File: src/verilog/bit_timing_defs.svh
// Offsets, field positions, reset values and constants of the bit timing block.
// Included by bare name; definitions only.
`ifndef BIT_TIMING_DEFS_SVH
`define BIT_TIMING_DEFS_SVH
`define OFS_CONTROL 12'h000
`define OFS_STATUS 12'h004
`define OFS_BIT_TIMING 12'h00c
`define OFS_PRESCALER_EXT 12'h018
`define RST_CONTROL 32'h00000001
`define RST_BIT_TIMING 16'h2301
`define RST_PRESCALER_EXT 4'h0
`define CTL_INIT 0
`define STS_IDLE 0
`define STS_RX 1
`define STS_STUFF_ERR 2
`define STS_CRC_ZERO 3
`define STS_CRC_LSB 16
`define BRP_LSB 0
`define SJW_LSB 6
`define SEGMENT_ONE_FIELD_LSB 8
`define SEGMENT_TWO_FIELD_LSB 12
`define REF_CLK_HZ 8000000
`define SYS_CLK_HZ 100000000
`define STUFF_RUN 3'h5
`define IDLE_BITS 4'hb
`define CRC_POLY 15'h4599
`define RESP_OKAY 2'h0
`define RESP_SLVERR 2'h2
`endif

File: src/verilog/bit_timing_pkg.sv
// Types shared by the bit timing block.
// Constants live in bit_timing_defs.svh.
package bit_timing_pkg;
   typedef enum logic [1:0] {SEG_SYNC, SEG_ONE, SEG_TWO} seg_t;
   typedef enum logic [2:0] {REG_NONE, REG_CONTROL, REG_STATUS, REG_TIMING,
      REG_EXT} reg_id_t;
endpackage

File: src/verilog/can_bit_timing_logic.sv
// Bit timing logic of a CAN protocol controller with an AXI4-Lite register slave.
// Assumes rx_pin comes from a transceiver (async), frame logic on aclk.
`timescale 1ns/1ps
`include "bit_timing_defs.svh"
module can_bit_timing_logic (
   input wire logic aclk,
   input wire logic aresetn,
   input wire logic [11:0] s_axi_awaddr,
   input wire logic s_axi_awvalid,
   output logic s_axi_awready,
   input wire logic [31:0] s_axi_wdata,
   input wire logic [3:0] s_axi_wstrb,
   input wire logic s_axi_wvalid,
   output logic s_axi_wready,
   output logic [1:0] s_axi_bresp,
   output logic s_axi_bvalid,
   input wire logic s_axi_bready,
   input wire logic [11:0] s_axi_araddr,
   input wire logic s_axi_arvalid,
   output logic s_axi_arready,
   output logic [31:0] s_axi_rdata,
   output logic [1:0] s_axi_rresp,
   output logic s_axi_rvalid,
   input wire logic s_axi_rready,
   input wire logic rx_pin,
   output logic tx_pin,
   input wire logic tx_bit,
   input wire logic stuff_en,
   input wire logic crc_clear,
   output logic tx_taken,
   output logic rx_bit,
   output logic rx_valid,
   output logic sample_point,
   output logic bus_idle,
   output logic stuff_error,
   output logic [14:0] crc
);

   // Address decode shared by the read and write paths
   function automatic bit_timing_pkg::reg_id_t decode(input logic [11:0] a);
      if (a[11:2] == `OFS_CONTROL >> 2) begin
         decode = bit_timing_pkg::REG_CONTROL;
      end else if (a[11:2] == `OFS_STATUS >> 2) begin
         decode = bit_timing_pkg::REG_STATUS;
      end else if (a[11:2] == `OFS_BIT_TIMING >> 2) begin
         decode = bit_timing_pkg::REG_TIMING;
      end else if (a[11:2] == `OFS_PRESCALER_EXT >> 2) begin
         decode = bit_timing_pkg::REG_EXT;
      end else begin
         decode = bit_timing_pkg::REG_NONE;
      end
   endfunction

   // Byte-lane merge of a write into a stored word
   function automatic logic [31:0] merge(input logic [31:0] old,
      input logic [31:0] d, input logic [3:0] strb);
      logic [31:0] r;
      r = old;
      for (int i = 0; i < 4; i++) begin
         if (strb[i]) begin
            r[8*i +: 8] = d[8*i +: 8];
         end
      end
      merge = r;
   endfunction

   // Smaller of a phase error and the jump width
   function automatic logic [4:0] min_q(input logic [4:0] a, input logic [4:0] b);
      min_q = (a < b) ? a : b;
   endfunction

   // Length of a run of equal bits after one more bit
   function automatic logic [2:0] run_next(input logic [2:0] run,
      input logic last, input logic b, input logic en);
      if (!en) begin
         run_next = 3'h0;
      end else if (b == last && run != 3'h0) begin
         run_next = run + 3'h1;
      end else begin
         run_next = 3'h1;
      end
   endfunction

   logic aw_held, w_held;
   logic [11:0] aw_addr;
   logic [31:0] w_data;
   logic [3:0] w_strb;
   logic init;
   logic [15:0] bit_timing_config;
   logic [3:0] prescaler_extension;
   logic rx_meta, rx_sync, rx_prev, edge_pend;
   logic [9:0] pres_cnt;
   bit_timing_pkg::seg_t seg;
   logic [4:0] q_cnt, lim1, lim2;
   logic sync_done, last_sample;
   logic tx_next, tx_last, rx_last;
   logic [2:0] tx_run, rx_run;
   logic [3:0] idle_cnt;

   // Register bus handshakes
   assign s_axi_awready = !aw_held;
   assign s_axi_wready = !w_held;
   assign s_axi_arready = !s_axi_rvalid;
   wire do_write = aw_held && w_held && !s_axi_bvalid;
   wire ar_fire = s_axi_arvalid && s_axi_arready;
   wire bit_timing_pkg::reg_id_t wr_id = decode(aw_addr);
   wire bit_timing_pkg::reg_id_t rd_id = decode(s_axi_araddr);
   wire [31:0] ctl_word = {31'h0, init};
   wire [31:0] sts_word = {1'b0, crc, 12'h0, crc == 15'h0, stuff_error,
      rx_sync, bus_idle};
   // Timing fields only change while the controller is held in init
   wire cfg_we = do_write && init && wr_id == bit_timing_pkg::REG_TIMING;
   wire ext_we = do_write && init && wr_id == bit_timing_pkg::REG_EXT;
   wire [31:0] cfg_merged = merge({16'h0, bit_timing_config}, w_data, w_strb);
   wire [31:0] ext_merged = merge({28'h0, prescaler_extension}, w_data, w_strb);
   wire [31:0] ctl_merged = merge(ctl_word, w_data, w_strb);
   wire [31:0] sts_merged = merge(32'h0, w_data, w_strb);

   // Stored fields are functional value minus one
   wire [5:0] brp_f = bit_timing_config[`BRP_LSB +: 6];
   wire [4:0] sjw1 = {3'h0, bit_timing_config[`SJW_LSB +: 2]} + 5'h1;
   wire [4:0] segment_one_field_f = {1'b0, bit_timing_config[`SEGMENT_ONE_FIELD_LSB +: 4]};
   wire [4:0] segment_two_field_f = {2'h0, bit_timing_config[`SEGMENT_TWO_FIELD_LSB +: 3]};
   // Divide of 1..1024 from extension and prescaler
   wire [9:0] divide_m1 = {prescaler_extension, brp_f};

   // Write address and data are caught in either order
   always_ff @(posedge aclk) begin
      if (!aresetn) begin
         aw_held <= 1'b0;
         aw_addr <= 12'h0;
      end else if (s_axi_awvalid && s_axi_awready) begin
         aw_held <= 1'b1;
         aw_addr <= s_axi_awaddr;
      end else if (do_write) begin
         aw_held <= 1'b0;
      end
   end

   always_ff @(posedge aclk) begin
      if (!aresetn) begin
         w_held <= 1'b0;
         w_data <= 32'h0;
         w_strb <= 4'h0;
      end else if (s_axi_wvalid && s_axi_wready) begin
         w_held <= 1'b1;
         w_data <= s_axi_wdata;
         w_strb <= s_axi_wstrb;
      end else if (do_write) begin
         w_held <= 1'b0;
      end
   end

   // Write response; unmapped addresses answer SLVERR
   always_ff @(posedge aclk) begin
      if (!aresetn) begin
         s_axi_bvalid <= 1'b0;
         s_axi_bresp <= `RESP_OKAY;
      end else if (do_write) begin
         s_axi_bvalid <= 1'b1;
         s_axi_bresp <= (wr_id == bit_timing_pkg::REG_NONE) ? `RESP_SLVERR : `RESP_OKAY;
      end else if (s_axi_bready) begin
         s_axi_bvalid <= 1'b0;
      end
   end

   // Read data registered one cycle after the address is taken
   always_ff @(posedge aclk) begin
      if (!aresetn) begin
         s_axi_rvalid <= 1'b0;
         s_axi_rdata <= 32'h0;
         s_axi_rresp <= `RESP_OKAY;
      end else if (ar_fire) begin
         s_axi_rvalid <= 1'b1;
         s_axi_rresp <= `RESP_OKAY;
         if (rd_id == bit_timing_pkg::REG_CONTROL) begin
            s_axi_rdata <= ctl_word;
         end else if (rd_id == bit_timing_pkg::REG_STATUS) begin
            s_axi_rdata <= sts_word;
         end else if (rd_id == bit_timing_pkg::REG_TIMING) begin
            s_axi_rdata <= {16'h0, bit_timing_config};
         end else if (rd_id == bit_timing_pkg::REG_EXT) begin
            s_axi_rdata <= {28'h0, prescaler_extension};
         end else begin
            s_axi_rdata <= 32'h0;
            s_axi_rresp <= `RESP_SLVERR;
         end
      end else if (s_axi_rready) begin
         s_axi_rvalid <= 1'b0;
      end
   end

   // Software registers
   always_ff @(posedge aclk) begin
      if (!aresetn) begin
         init <= 1'(`RST_CONTROL);
         bit_timing_config <= `RST_BIT_TIMING;
         prescaler_extension <= `RST_PRESCALER_EXT;
      end else begin
         if (do_write && wr_id == bit_timing_pkg::REG_CONTROL) begin
            init <= ctl_merged[`CTL_INIT];
         end
         if (cfg_we) begin
            bit_timing_config <= cfg_merged[15:0];
         end
         if (ext_we) begin
            prescaler_extension <= ext_merged[3:0];
         end
      end
   end

   // Two-flop synchroniser on the bus input, then edge history
   always_ff @(posedge aclk) begin
      if (!aresetn) begin
         rx_meta <= 1'b1;
         rx_sync <= 1'b1;
         rx_prev <= 1'b1;
      end else begin
         rx_meta <= rx_pin;
         rx_sync <= rx_meta;
         rx_prev <= rx_sync;
      end
   end
   wire fall = rx_prev && !rx_sync;

   // Quantum tick: aclk stands for the 8 MHz controller clock, tq = divide/fclk
   wire tq_tick = !init && pres_cnt == divide_m1;
   always_ff @(posedge aclk) begin
      if (!aresetn || init || tq_tick) begin
         pres_cnt <= 10'h0;
      end else begin
         pres_cnt <= pres_cnt + 10'h1;
      end
   end

   // Edges seen between ticks are held so the decision waits for a quantum
   always_ff @(posedge aclk) begin
      if (!aresetn || init) begin
         edge_pend <= 1'b0;
      end else if (fall) begin
         edge_pend <= 1'b1;
      end else if (tq_tick) begin
         edge_pend <= 1'b0;
      end
   end

   // Sync decisions, each taken once per quantum
   wire edge_q = tq_tick && edge_pend;
   wire hard = edge_q && bus_idle;
   wire resync_ok = edge_q && !bus_idle && !sync_done && last_sample;
   // Late edge: phase error is quanta since sync ended
   wire late = resync_ok && seg == bit_timing_pkg::SEG_ONE;
   wire [4:0] late_adj = min_q(q_cnt + 5'h1, sjw1);
   // Early edge: phase error is quanta left before the next sync
   wire early = resync_ok && seg == bit_timing_pkg::SEG_TWO;
   wire [4:0] early_err = lim2 - q_cnt + 5'h1;
   wire early_restart = early && early_err <= sjw1;
   wire [4:0] lim2_eff = early ? lim2 - sjw1 : lim2;
   wire [4:0] lim1_eff = late ? lim1 + late_adj : lim1;
   wire at_sample = tq_tick && !hard && seg == bit_timing_pkg::SEG_ONE &&
      q_cnt >= lim1_eff;
   wire tx_stuff = stuff_en && tx_run == `STUFF_RUN;
   wire rx_stuff = stuff_en && rx_run == `STUFF_RUN;

   // Segment sequencer: sync, segment one (prop+phase1), segment two
   always_ff @(posedge aclk) begin
      if (!aresetn || init) begin
         seg <= bit_timing_pkg::SEG_SYNC;
         q_cnt <= 5'h0;
         lim1 <= 5'h0;
         lim2 <= 5'h0;
         sync_done <= 1'b0;
      end else if (hard || early_restart) begin
         // Edge quantum served as this bit's sync; phase two cut short
         seg <= bit_timing_pkg::SEG_ONE;
         q_cnt <= 5'h0;
         lim1 <= segment_one_field_f;
         lim2 <= segment_two_field_f;
         sync_done <= early_restart;
      end else if (tq_tick) begin
         case (seg)
            bit_timing_pkg::SEG_SYNC: begin
               // Fixed single quantum; limits reload so resync is per bit
               seg <= bit_timing_pkg::SEG_ONE;
               q_cnt <= 5'h0;
               lim1 <= segment_one_field_f;
               lim2 <= segment_two_field_f;
               sync_done <= 1'b0;
            end
            bit_timing_pkg::SEG_ONE: begin
               lim1 <= lim1_eff;
               sync_done <= sync_done || late;
               if (q_cnt >= lim1_eff) begin
                  seg <= bit_timing_pkg::SEG_TWO;
                  q_cnt <= 5'h0;
               end else begin
                  q_cnt <= q_cnt + 5'h1;
               end
            end
            bit_timing_pkg::SEG_TWO: begin
               lim2 <= lim2_eff;
               sync_done <= sync_done || early;
               // Bit ends after segment_one_field+segment_two_field+3 quanta unless resynced
               if (q_cnt >= lim2_eff) begin
                  seg <= bit_timing_pkg::SEG_SYNC;
                  q_cnt <= 5'h0;
               end else begin
                  q_cnt <= q_cnt + 5'h1;
               end
            end
            default: begin
               seg <= bit_timing_pkg::SEG_SYNC;
            end
         endcase
      end
   end

   // Transmit: next bit chosen at the sample point, driven from sync.
   // Nothing is computed after the sample point, so a cut phase two is safe.
   assign tx_taken = at_sample && !tx_stuff;
   always_ff @(posedge aclk) begin
      if (!aresetn || init) begin
         tx_next <= 1'b1;
         tx_last <= 1'b1;
         tx_run <= 3'h0;
         tx_pin <= 1'b1;
      end else begin
         if (at_sample) begin
            // Complement inserted after five equal bits
            tx_next <= tx_stuff ? !tx_last : tx_bit;
            tx_last <= tx_stuff ? !tx_last : tx_bit;
            tx_run <= run_next(tx_run, tx_last, tx_stuff ? !tx_last : tx_bit, stuff_en);
         end
         if (tq_tick && (seg == bit_timing_pkg::SEG_SYNC || hard || early_restart)) begin
            tx_pin <= tx_next;
         end
      end
   end

   // Receive: sample, remove stuff bits, check stuff rule
   always_ff @(posedge aclk) begin
      if (!aresetn || init) begin
         rx_bit <= 1'b1;
         rx_valid <= 1'b0;
         sample_point <= 1'b0;
         rx_last <= 1'b1;
         rx_run <= 3'h0;
         last_sample <= 1'b1;
      end else begin
         sample_point <= at_sample;
         rx_valid <= at_sample && !rx_stuff;
         if (at_sample) begin
            last_sample <= rx_sync;
            rx_last <= rx_sync;
            rx_run <= rx_stuff ? 3'h1 : run_next(rx_run, rx_last, rx_sync, stuff_en);
            if (!rx_stuff) begin
               rx_bit <= rx_sync;
            end
         end
      end
   end

   // Sticky stuff error; a new error wins over a write-one clear
   wire stuff_set = at_sample && rx_stuff && rx_sync == rx_last;
   wire stuff_clr = do_write && wr_id == bit_timing_pkg::REG_STATUS &&
      sts_merged[`STS_STUFF_ERR];
   always_ff @(posedge aclk) begin
      if (!aresetn) begin
         stuff_error <= 1'b0;
      end else if (stuff_set) begin
         stuff_error <= 1'b1;
      end else if (stuff_clr) begin
         stuff_error <= 1'b0;
      end
   end

   // CRC over destuffed received bits; zero remainder means check passed
   wire crc_fb = rx_bit ^ crc[14];
   always_ff @(posedge aclk) begin
      if (!aresetn || crc_clear) begin
         crc <= 15'h0;
      end else if (rx_valid) begin
         crc <= {crc[13:0], 1'b0} ^ (crc_fb ? `CRC_POLY : 15'h0);
      end
   end

   // Idle after eleven recessive samples; left on hard sync
   always_ff @(posedge aclk) begin
      if (!aresetn || init) begin
         idle_cnt <= 4'h0;
         bus_idle <= 1'b0;
      end else if (hard) begin
         idle_cnt <= 4'h0;
         bus_idle <= 1'b0;
      end else if (at_sample) begin
         if (!rx_sync) begin
            idle_cnt <= 4'h0;
         end else if (idle_cnt == `IDLE_BITS - 4'h1) begin
            bus_idle <= 1'b1;
         end else begin
            idle_cnt <= idle_cnt + 4'h1;
         end
      end
   end

endmodule

File: config.mk
export PLATFORM = sky130hd
export DESIGN_NAME = can_bit_timing_logic
export DESIGN_NICKNAME = d
export VERILOG_FILES = /design/src/verilog/bit_timing_pkg.sv /design/src/verilog/can_bit_timing_logic.sv
export VERILOG_INCLUDE_DIRS = /design/src /design/src/verilog
export SDC_FILE = /design/constraint.sdc
export NUM_CORES = 1
export LEC_CHECK = 0
export ABC_CLOCK_PERIOD_IN_PS = 5200
export BUFFER_PORTS_ARGS = -buffer_cell sky130_fd_sc_hd__buf_4
export CAP_MARGIN = 20
export CORE_MARGIN = 10
export CORE_UTILIZATION = 56
export CTS_BUF_LIST = sky130_fd_sc_hd__clkbuf_16
export CTS_CLUSTER_SIZE = 25
export DETAILED_ROUTE_END_ITERATION = 10
export PLACE_DENSITY = 0.8
export SYNTH_ARGS = -nofsm -noshare
export SYNTH_HDL_FRONTEND = slang
export SYNTH_SLANG_ARGS = --single-unit
export TNS_END_PERCENT = 30
File: constraint.sdc
create_clock -name aclk -period 5.2 [get_ports aclk]
set_input_delay 0.78 -clock aclk [delete_from_list [all_inputs] [get_ports aclk]]
set_output_delay 0.78 -clock aclk [all_outputs]
set_load 0.03 [all_outputs]
==> results of run 1 <==
-- what timing repair did --
| item | CTS | global route |
|---|---|---|
| buffers inserted | 1 | 8 |
| pin swaps | 1 | 13 |
| endpoints found under the setup margin | 1 | 1 |
| resized for setup | 4 | 20 |
-- metrics by stage --
stage | power, mW | hold WS [ps] | setup slack (ps) | utilization | area (um2)
4_1_cts | 2.55 | 438 | 7.67 | 0.690 | 9130
6_report | 2.54 | 427 | 155 | 0.701 | 9280
2_1_floorplan | 1.28 | 386 | 531 | - | 7590
5_1_grt | 2.61 | 467 | -128 | 0.701 | 9280
3_5_place_dp | 1.34 | 394 | 349 | 0.643 | 8520
3_3_place_gp | 1.34 | 390 | 490 | 0.643 | 8520
-- kinds of logic after synthesis --
group / count (synthesis) / synth area share
and+or+nand+nor: 324 / 0.214
AOI/OAI and AO/OA: 173 / 0.160
DFF: 151 / 0.399
buffers and inverters: 77 / 0.0403
adders and majority gates: 47 / 0.0806
muxes: 44 / 0.0586
xor gates and xnor gates: 41 / 0.0474
other: 1 / 0.000495
-- registers in the layout, summed over array words and instances (netlist names), 2 cells and up --
name and flops:
lim2 5, crc 15, s_axi_rdata 31, pres_cnt 10
lim1 5, q_cnt 5, aw_addr 10, w_strb 2
bit_timing_config 16, tx_run 3, seg 2, rx_run 3
prescaler_extension 4, w_data 16, idle_cnt 4
-- routing by layer --
layer | GRT usage | vias up
li1 | - | 3219
met1 | 0.256 | 3024
met2 | 0.338 | 220
met3 | 0.0483 | 65
met4 | 0.0805 | 0
met5 | 0 | -
-- area by class of cell --
cell class | count | area [um2]
fillers | 1062 | 3960
inverters | 37 | 141
clock buffers | 17 | 425
well taps | 176 | 220
repair buffers | 127 | 961
flip-flops and latches | 151 | 3030
multi-input cells | 633 | 4340
clock inverters | 15 | 161
-- power groups by stage --
| stage | clock network (mW) | registers (mW) | logic [mW] |
|---|---|---|---|
| 3_5_place_dp | 0 | 1.21 | 0.123 |
| 4_1_cts | 1.24 | 1.19 | 0.124 |
| 3_3_place_gp | 0 | 1.21 | 0.121 |
| 5_1_grt | 1.28 | 1.19 | 0.137 |
| 6_report | 1.22 | 1.19 | 0.124 |
| 2_1_floorplan | 0 | 1.22 | 0.0675 |
-- path summary, 6_finish.rpt --
kind | startpoint | depth (start not counted) | to | slack, ps
min | rx_meta | 1 | rx_sync | 430
min reg2reg | rx_meta | 1 | rx_sync | 430
max | q_cnt[0] | 19 | tx_taken | 150
max reg2reg | q_cnt[0] | 21 | idle_cnt[2] | 690
-- layout by cell type, fill, tap and decap left out, types with 22 or more instances in the layout --
master | synthesis | final
buf_4 | 3 | 125
nand2_1 | 119 | 119
a21boi_0 | 42 | 41
ha_1 | 44 | 40
xor2_1 | 22 | 22
nor2_1 | 52 | 52
a21oi_1 | 31 | 29
mux2i_1 | 41 | 41
nor2b_1 | 46 | 46
inv_1 | 37 | 39
nand3_1 | 34 | 33
dfxtp_1 | 151 | 148
==> flow_metrics.tcl, run 1 <==
set metrics [dict create \
    wl_um 19800 \
    timing.slew.headroom 0.421 \
    p_comb_frac 0.049 \
    cp-end-kind "output port" \
    routed_via_density 5.65 \
    cts_tree "done" \
    io_buffers 108 \
    cts-buffers-inserted 17 \
    synth_edf_count 0 \
    clkSinkCount 151 \
    worstHoldPathType "reg2reg" \
    crit_chain "ha_4 -> xor2_1 -> ha_1 -> nor3_1 -> nand3_2 -> nor2_1 -> a21oi_2 -> ha_2 -> fa_2 -> a21o_1 -> a21oi_2 -> nor2b_1 -> xnor2_1 -> ha_1 -> nand2_1 -> o21ai_2 -> nand4_1 -> nor2_1 -> buf_4" \
    cpPeakStageDelay_ps 380 \
    syn_inst 858 \
    routedWlPerCell_um 17.1 \
    clkPwrFrac 0.482 \
    antenna_found_initial 0 \
    final_cell_count_no_fill 1156 \
    start_util 0.572 \
    diodes 0 \
    ys.flop_type "dfxtp_1" \
    crit_arrival_ps 4270 \
    p_sw_frac 0.220 \
    max_freq_ghz 0.198 \
    power_density_nw_per_um2 273 \
    fin_crit_sh 0.970 \
    gp_congestion 0.859 \
    drt_pass1_iterations 5 \
    synth_area_per_cell_um2 8.83 \
    placed_cells 1114 \
    tightest_slew_ps 867 \
    syn2layout_area_growth_pct 22.5 \
    fin_skew_ps 8.53 \
    groute.usage.overall 0.206 \
    design.core.area_um2 13200 \
    die_area_um2 18600 \
    cts_root_buf "clkbuf_16" \
    cp-start-kind "flop" \
    cts.htree.levels 4 \
    internal_power_mw 1.98 \
    p_leak_nw 3.82 \
    ctsHoldBuffers 0 \
    netSwitchingPower_uw 558 \
    grt_pass1_wl_um 31100 \
    sequentialPowerShare 0.469 \
    critical-path-slowest-cell "fa_2" \
    required_ps 4420 \
    die_h_um 136 \
    worstSetupPathType "reg2out" \
    vdd_drop_max_mv 0.287 \
    drcViolationCount 0 \
    cap_violations 0 \
    post-dp-hpwl_um 13700 \
    drive_above_1_share 0.185 \
    setup_violations 0 \
    yosysUniqueCellTypes 63 \
    die_w_um 136 \
    met2WireLength_um 9530 \
    cpLargestDelayFamily "adder cells" \
    grt_max_degree 93 \
    path_clk_slew_ps 60 \
    worstSkewPairLatency_ps 430 \
    critical_path.max_fanout 5 \
    synth_area_leaders "dfxtp_1 (40%), ha_1 (7.3%), nand2_1 (5.9%)" \
    highest_layer "met4" \
    nets 1085 \
    synth_common_cells "dfxtp_1 (151), nand2_1 (119), nor2_1 (52)" \
    synth_top_area_frac 0.399 \
    synth_area_leader_cell "dfxtp_1" \
    drtIter0Drc 566 \
    overflow 0 \
    hold_violations 0 \
    rows 42 \
    outcome "completed" \
    yosysWarnings 0 \
    slew_violations 0 \
    seq_area_frac_synth 0.399 \
    antenna_left 0 \
    yosysMostFrequentCell "dfxtp_1" \
    final.setup.tns_ps 0 \
    io_pins 134 \
    async_flop_share 0 \
    grt_pass1_vias 6309 \
    vias 6528 \
    synth-seq-cells 151 \
    period_minus_slack_ps 5050 \
    netlist_area_um2 7580 \
    route.met3.wl_um 1120 \
    cts_max_path_buffers 2 \
    wl_met1_um 8530 \
    critPathBufInv 1 \
]
Note: power is estimated with default switching activity, not from simulation.
==> run 2: changes to the inputs <==
Settings changed: ABC_AREA set to 1.
==> flow_metrics.tcl, run 2 <==
set metrics [dict create \
    hold_violations 0 \
    cts_tree "done" \
    slew_violations 0 \
    overflow 0 \
    clkPwrFrac 0.473 \
    yosysMostFrequentCell "nand2_1" \
    cp-start-kind "flop" \
    fin_crit_sh 0.962 \
    required_ps 4420 \
    drt_pass1_iterations 5 \
    yosysUniqueCellTypes 50 \
    power_density_nw_per_um2 270 \
    io_buffers 108 \
    netSwitchingPower_uw 583 \
    fin_skew_ps 7.16 \
    ys.flop_type "dfxtp_1" \
    largest_register_ffs 31 \
    final_cell_mix "nand2_1 (212), dfxtp_1 (148), inv_1 (141), buf_4 (117), nor2_1 (109)" \
    design.core.area_um2 13300 \
    top_regs "s_axi_rdata x31, bit_timing_config x16, w_data x16" \
    synth_edf_count 0 \
    vias 7230 \
    critical_path.max_fanout 6 \
    cpPeakStageDelay_ps 400 \
    nets 1284 \
    outcome "completed" \
    grt_max_degree 54 \
    worstSkewPairLatency_ps 430 \
    syn2layout_area_growth_pct 20.9 \
    synth_area_per_cell_um2 7.26 \
    antenna_left 0 \
    worstSetupPathType "reg2out" \
    sequentialPowerShare 0.475 \
    crit_arrival_ps 4220 \
    timing.rr.start "q_cnt[1]" \
    crit_start "q_cnt[1]" \
    cp-end-kind "output port" \
    async_flop_share 0 \
    cts-buffers-inserted 17 \
    yosysWarnings 0 \
    placed_cells 1319 \
    routedWlPerCell_um 14.7 \
    synth_top_area_frac 0.393 \
    tightest_slew_ps 831 \
    cap_violations 0 \
    cp_common_cell "nand2_1" \
    post-dp-hpwl_um 14400 \
    cts.htree.levels 4 \
    seq_area_frac_synth 0.393 \
    max_freq_ghz 0.200 \
    critical-path-slowest-cell "dfxtp_2" \
    seq_area_um2 3030 \
    min_from "rx_meta" \
    cts_max_path_buffers 2 \
    routed_via_density 5.34 \
    cts_root_buf "clkbuf_16" \
    vdd_drop_max_mv 0.249 \
    diodes 0 \
    timing.slew.headroom 0.445 \
    netlist_area_um2 7690 \
    nFillCells 1104 \
    synth-seq-cells 151 \
    rows 42 \
    synth_common_cells "nand2_1 (213), dfxtp_1 (151), inv_1 (142)" \
    start_util 0.576 \
    worstHoldPathType "reg2reg" \
    drive_above_1_share 0.167 \
    gp_congestion 0.905 \
    drcViolationCount 0 \
    synth_area_leader_cell "dfxtp_1" \
    setup_ws_ps 199 \
    die_area_um2 18800 \
    setup_violations 0 \
    die_h_um 137 \
    top_register "s_axi_rdata" \
    path_clk_slew_ps 60 \
    synth_area_leaders "dfxtp_1 (39%), nand2_1 (10%), ha_1 (7.2%)" \
    grt_pass1_vias 6881 \
    die_w_um 137 \
    drtIter0Drc 520 \
    syn_inst 1060 \
    multi_input_area_um2 4040 \
    fin_util 0.697 \
    p_comb_frac 0.053 \
    groute.usage.overall 0.213 \
    clkSinkCount 151 \
    total_power_mw 2.51 \
    hold_ws_ps 424 \
    place_ws_ps 258 \
    internal_power_mw 1.93 \
    p_leak_nw 4.11 \
    p_sw_frac 0.232 \
    period_minus_slack_ps 5000 \
    wl_um 19900 \
    antenna_found_initial 0 \
    grt_pass1_wl_um 32600 \
    final_common_cell "nand2_1" \
    final_cell_count_no_fill 1355 \
    crit_chain "ha_1 -> ha_1 -> o21ai_0 -> nand2_1 -> a211oi_4 -> o21ai_1 -> ha_2 -> fa_2 -> nand3_1 -> nand2_1 -> nand3_1 -> nand2_1 -> ha_4 -> nand2_1 -> inv_1 -> nand4_1 -> nand3_2 -> inv_2 -> nor2_4 -> nand2_2 -> a31oi_1 -> buf_4" \
    ctsHoldBuffers 0 \
    io_pins 134 \
]
==> run 2: layer usage <==
layer / track usage / routed length [um] / up-vias
met5: 0 / 0 / -
met1: 0.265 / 8560 / 3305
met4: 0.0931 / 639 / 0
li1: - / - / 3668
met2: 0.342 / 9570 / 205
met3: 0.0524 / 1120 / 52
==> run 2: final timing paths <==
path         slack, ps       end  depth (start not counted)
min                420   rx_sync                          1
min reg2reg        420   rx_sync                          1
max reg2reg        930    seg[0]                         23
max                200  tx_taken                         22
==> run 2: critical path, delay by kind of cell, from the launching register on <==
family,cells,cell delay [ps]
buf+inv,3,310
fa+ha+maj,5,1450
flops,1,400
compound gates,4,690
simple gates,10,950
==> run 2: power by group through the flow <==
stage | Clock, mW | Sequential [mW] | Combinational [mW]
4_1_cts | 1.19 | 1.19 | 0.132
6_report | 1.19 | 1.19 | 0.132
2_1_floorplan | 0 | 1.22 | 0.0766
5_1_grt | 1.24 | 1.19 | 0.148
3_3_place_gp | 0 | 1.22 | 0.127
3_5_place_dp | 0 | 1.22 | 0.130
==> run 2: final cells by class <==
class,count,share of cell area
multi-input combinational,725,0.434
clock buffer,17,0.0457
timing repair buffer,117,0.0944
tap,176,0.0237
sequential,151,0.326
clock inverter,15,0.0143
inverter,154,0.0623
==> run 2: logic make-up after synthesis <==
kind of cell / after synthesis / synth area share
AND/OR/NAND/NOR: 444 / 0.261
AO/OA/AOI/OAI: 213 / 0.152
adder cells (fa/ha/maj): 47 / 0.0794
other: 1 / 0.000487
flip-flops: 151 / 0.393
buffers and inverters: 187 / 0.0943
XOR/XNOR: 17 / 0.0194
==> run 2: metrics by stage <==
stage               instance area [um2]  setup TNS (ps)
finish                             9300               0
global route                       9300           -30.5
CTS                                9200               0
detailed placement                 8630               0
global placement                   8630               0
floorplan                          7700               0
==> run 2: repair_timing <==
item / 4_1_cts / 5_1_grt
setup endpoints to repair: 1 / 1
buffers inserted: 0 / 4
resized for setup: 4 / 17
pin swaps: 1 / 13
gates cloned: 0 / 0
==> run 3: changes to the inputs <==
Settings changed: CTS_BUF_LIST sky130_fd_sc_hd__clkbuf_16 to unset.
==> flow_metrics.tcl, run 3 (same netlist as run 2, synthesis figures left out) <==
set metrics [dict create \
    final.setup.tns_ps 0 \
    overflow 0 \
    cts_max_path_buffers 2 \
    setup_violations 0 \
    p_leak_nw 4.14 \
    place_ws_ps 258 \
    gp_congestion 0.905 \
    critPathBufInv 3 \
    drtIter0Drc 475 \
    routed_via_density 5.35 \
    fin_skew_ps 7.02 \
    die_area_um2 18800 \
    fin_crit_sh 0.961 \
    final_common_cell "nand2_1" \
    drive_above_1_share 0.171 \
    clkSinkCount 151 \
    power_density_nw_per_um2 277 \
    post-dp-hpwl_um 14400 \
    multi_input_area_um2 4040 \
    antenna_left 0 \
    total_power_mw 2.59 \
    worstSkewPairLatency_ps 440 \
    vdd_drop_max_mv 0.259 \
    grt_max_degree 54 \
    cts-buffers-inserted 17 \
    outcome "completed" \
    timing.slew.headroom 0.446 \
    routedWlPerCell_um 14.9 \
    setup_ws_ps 204 \
    critical-path-slowest-cell "dfxtp_2" \
    top_regs "s_axi_rdata x31, bit_timing_config x16, w_data x16" \
    cap_violations 0 \
    cpLargestDelayFamily "adder cells" \
    final_cell_mix "nand2_1 (212), dfxtp_1 (148), inv_1 (140), buf_4 (117), nor2_1 (109)" \
    seq_area_um2 3030 \
    rows 42 \
    hold_violations 0 \
    antenna_found_initial 0 \
    tightest_slew_ps 829 \
    drcViolationCount 0 \
    io_pins 134 \
    die_h_um 137 \
    grt_pass1_vias 6961 \
    period_minus_slack_ps 5000 \
    cp-end-kind "output port" \
    start_util 0.576 \
    nets 1284 \
    max_freq_ghz 0.200 \
    drt_pass1_iterations 5 \
    cts.htree.levels 4 \
    design.core.area_um2 13300 \
    worstSetupPathType "reg2out" \
    syn2layout_area_growth_pct 21.6 \
    crit_chain "ha_1 -> ha_1 -> o21ai_0 -> nand2_1 -> a211oi_4 -> o21ai_1 -> ha_2 -> fa_2 -> nand3_1 -> nand2_1 -> nand3_1 -> nand2_1 -> ha_4 -> nand2_1 -> inv_1 -> nand4_1 -> nand3_2 -> inv_2 -> nor2_4 -> nand2_2 -> a31oi_1 -> buf_4" \
    path_clk_slew_ps 60 \
    wl_um 20100 \
    io_buffers 108 \
    top_register "s_axi_rdata" \
    grt_pass1_wl_um 32800 \
    cp_common_cell "nand2_1" \
    die_w_um 137 \
    cts_root_buf "clkbuf_16" \
    critical_path.max_fanout 6 \
    required_ps 4420 \
    diodes 0 \
    final_cell_count_no_fill 1355 \
    placed_cells 1319 \
    worstHoldPathType "reg2reg" \
    cpPeakStageDelay_ps 400 \
    slew_violations 0 \
    crit_arrival_ps 4220 \
    cts_tree "done" \
    groute.usage.overall 0.215 \
    largest_register_ffs 31 \
    vias 7256 \
    cp-start-kind "flop" \
    nFillCells 1089 \
]
run 3: layout make-up:
cell class	count	share of cell area
Tap cell	176	0.0235
Sequential cell	151	0.324
Inverter	154	0.0619
Multi-Input combinational cell	725	0.432
Timing Repair Buffer	117	0.0939
Clock buffer	23	0.0533
Clock inverter	9	0.0118
run 3: per-layer routing:
layer	wire length, um	track usage
met2	9710	0.345
met1	8590	0.264
met3	1130	0.0554
met5	0	0
met4	692	0.101
run 3: final timing paths:
path	start	to	slack (ps)	cells past startpoint
max	q_cnt[1]	tx_taken	200	22
min	rx_meta	rx_sync	430	1
max reg2reg	q_cnt[1]	seg[0]	930	23
min reg2reg	rx_meta	rx_sync	430	1
run 3: what timing repair did:
action | 4_1_cts | 5_1_grt
endpoints found under the hold margin | 0 | 0
gates resized for setup | 4 | 17
endpoints found under the setup margin | 1 | 1
hold buffers | 0 | 0
buffers inserted | 0 | 4
pin swaps | 1 | 13
run 3: per-stage QoR:
stage | cell area, um2 | utilization | hold slack, ps
finish | 9350 | 0.701 | 426
global route | 9350 | 0.701 | 449
global placement | 8630 | 0.646 | 398
detailed placement | 8630 | 0.646 | 413
CTS | 9250 | 0.693 | 424
floorplan | 7700 | - | 393
run 3: power breakdown:
part | switching (mW) | internal, mW
logic | 0.0825 | 0.0497
clock network | 0.493 | 0.773
registers | 0.0122 | 1.18
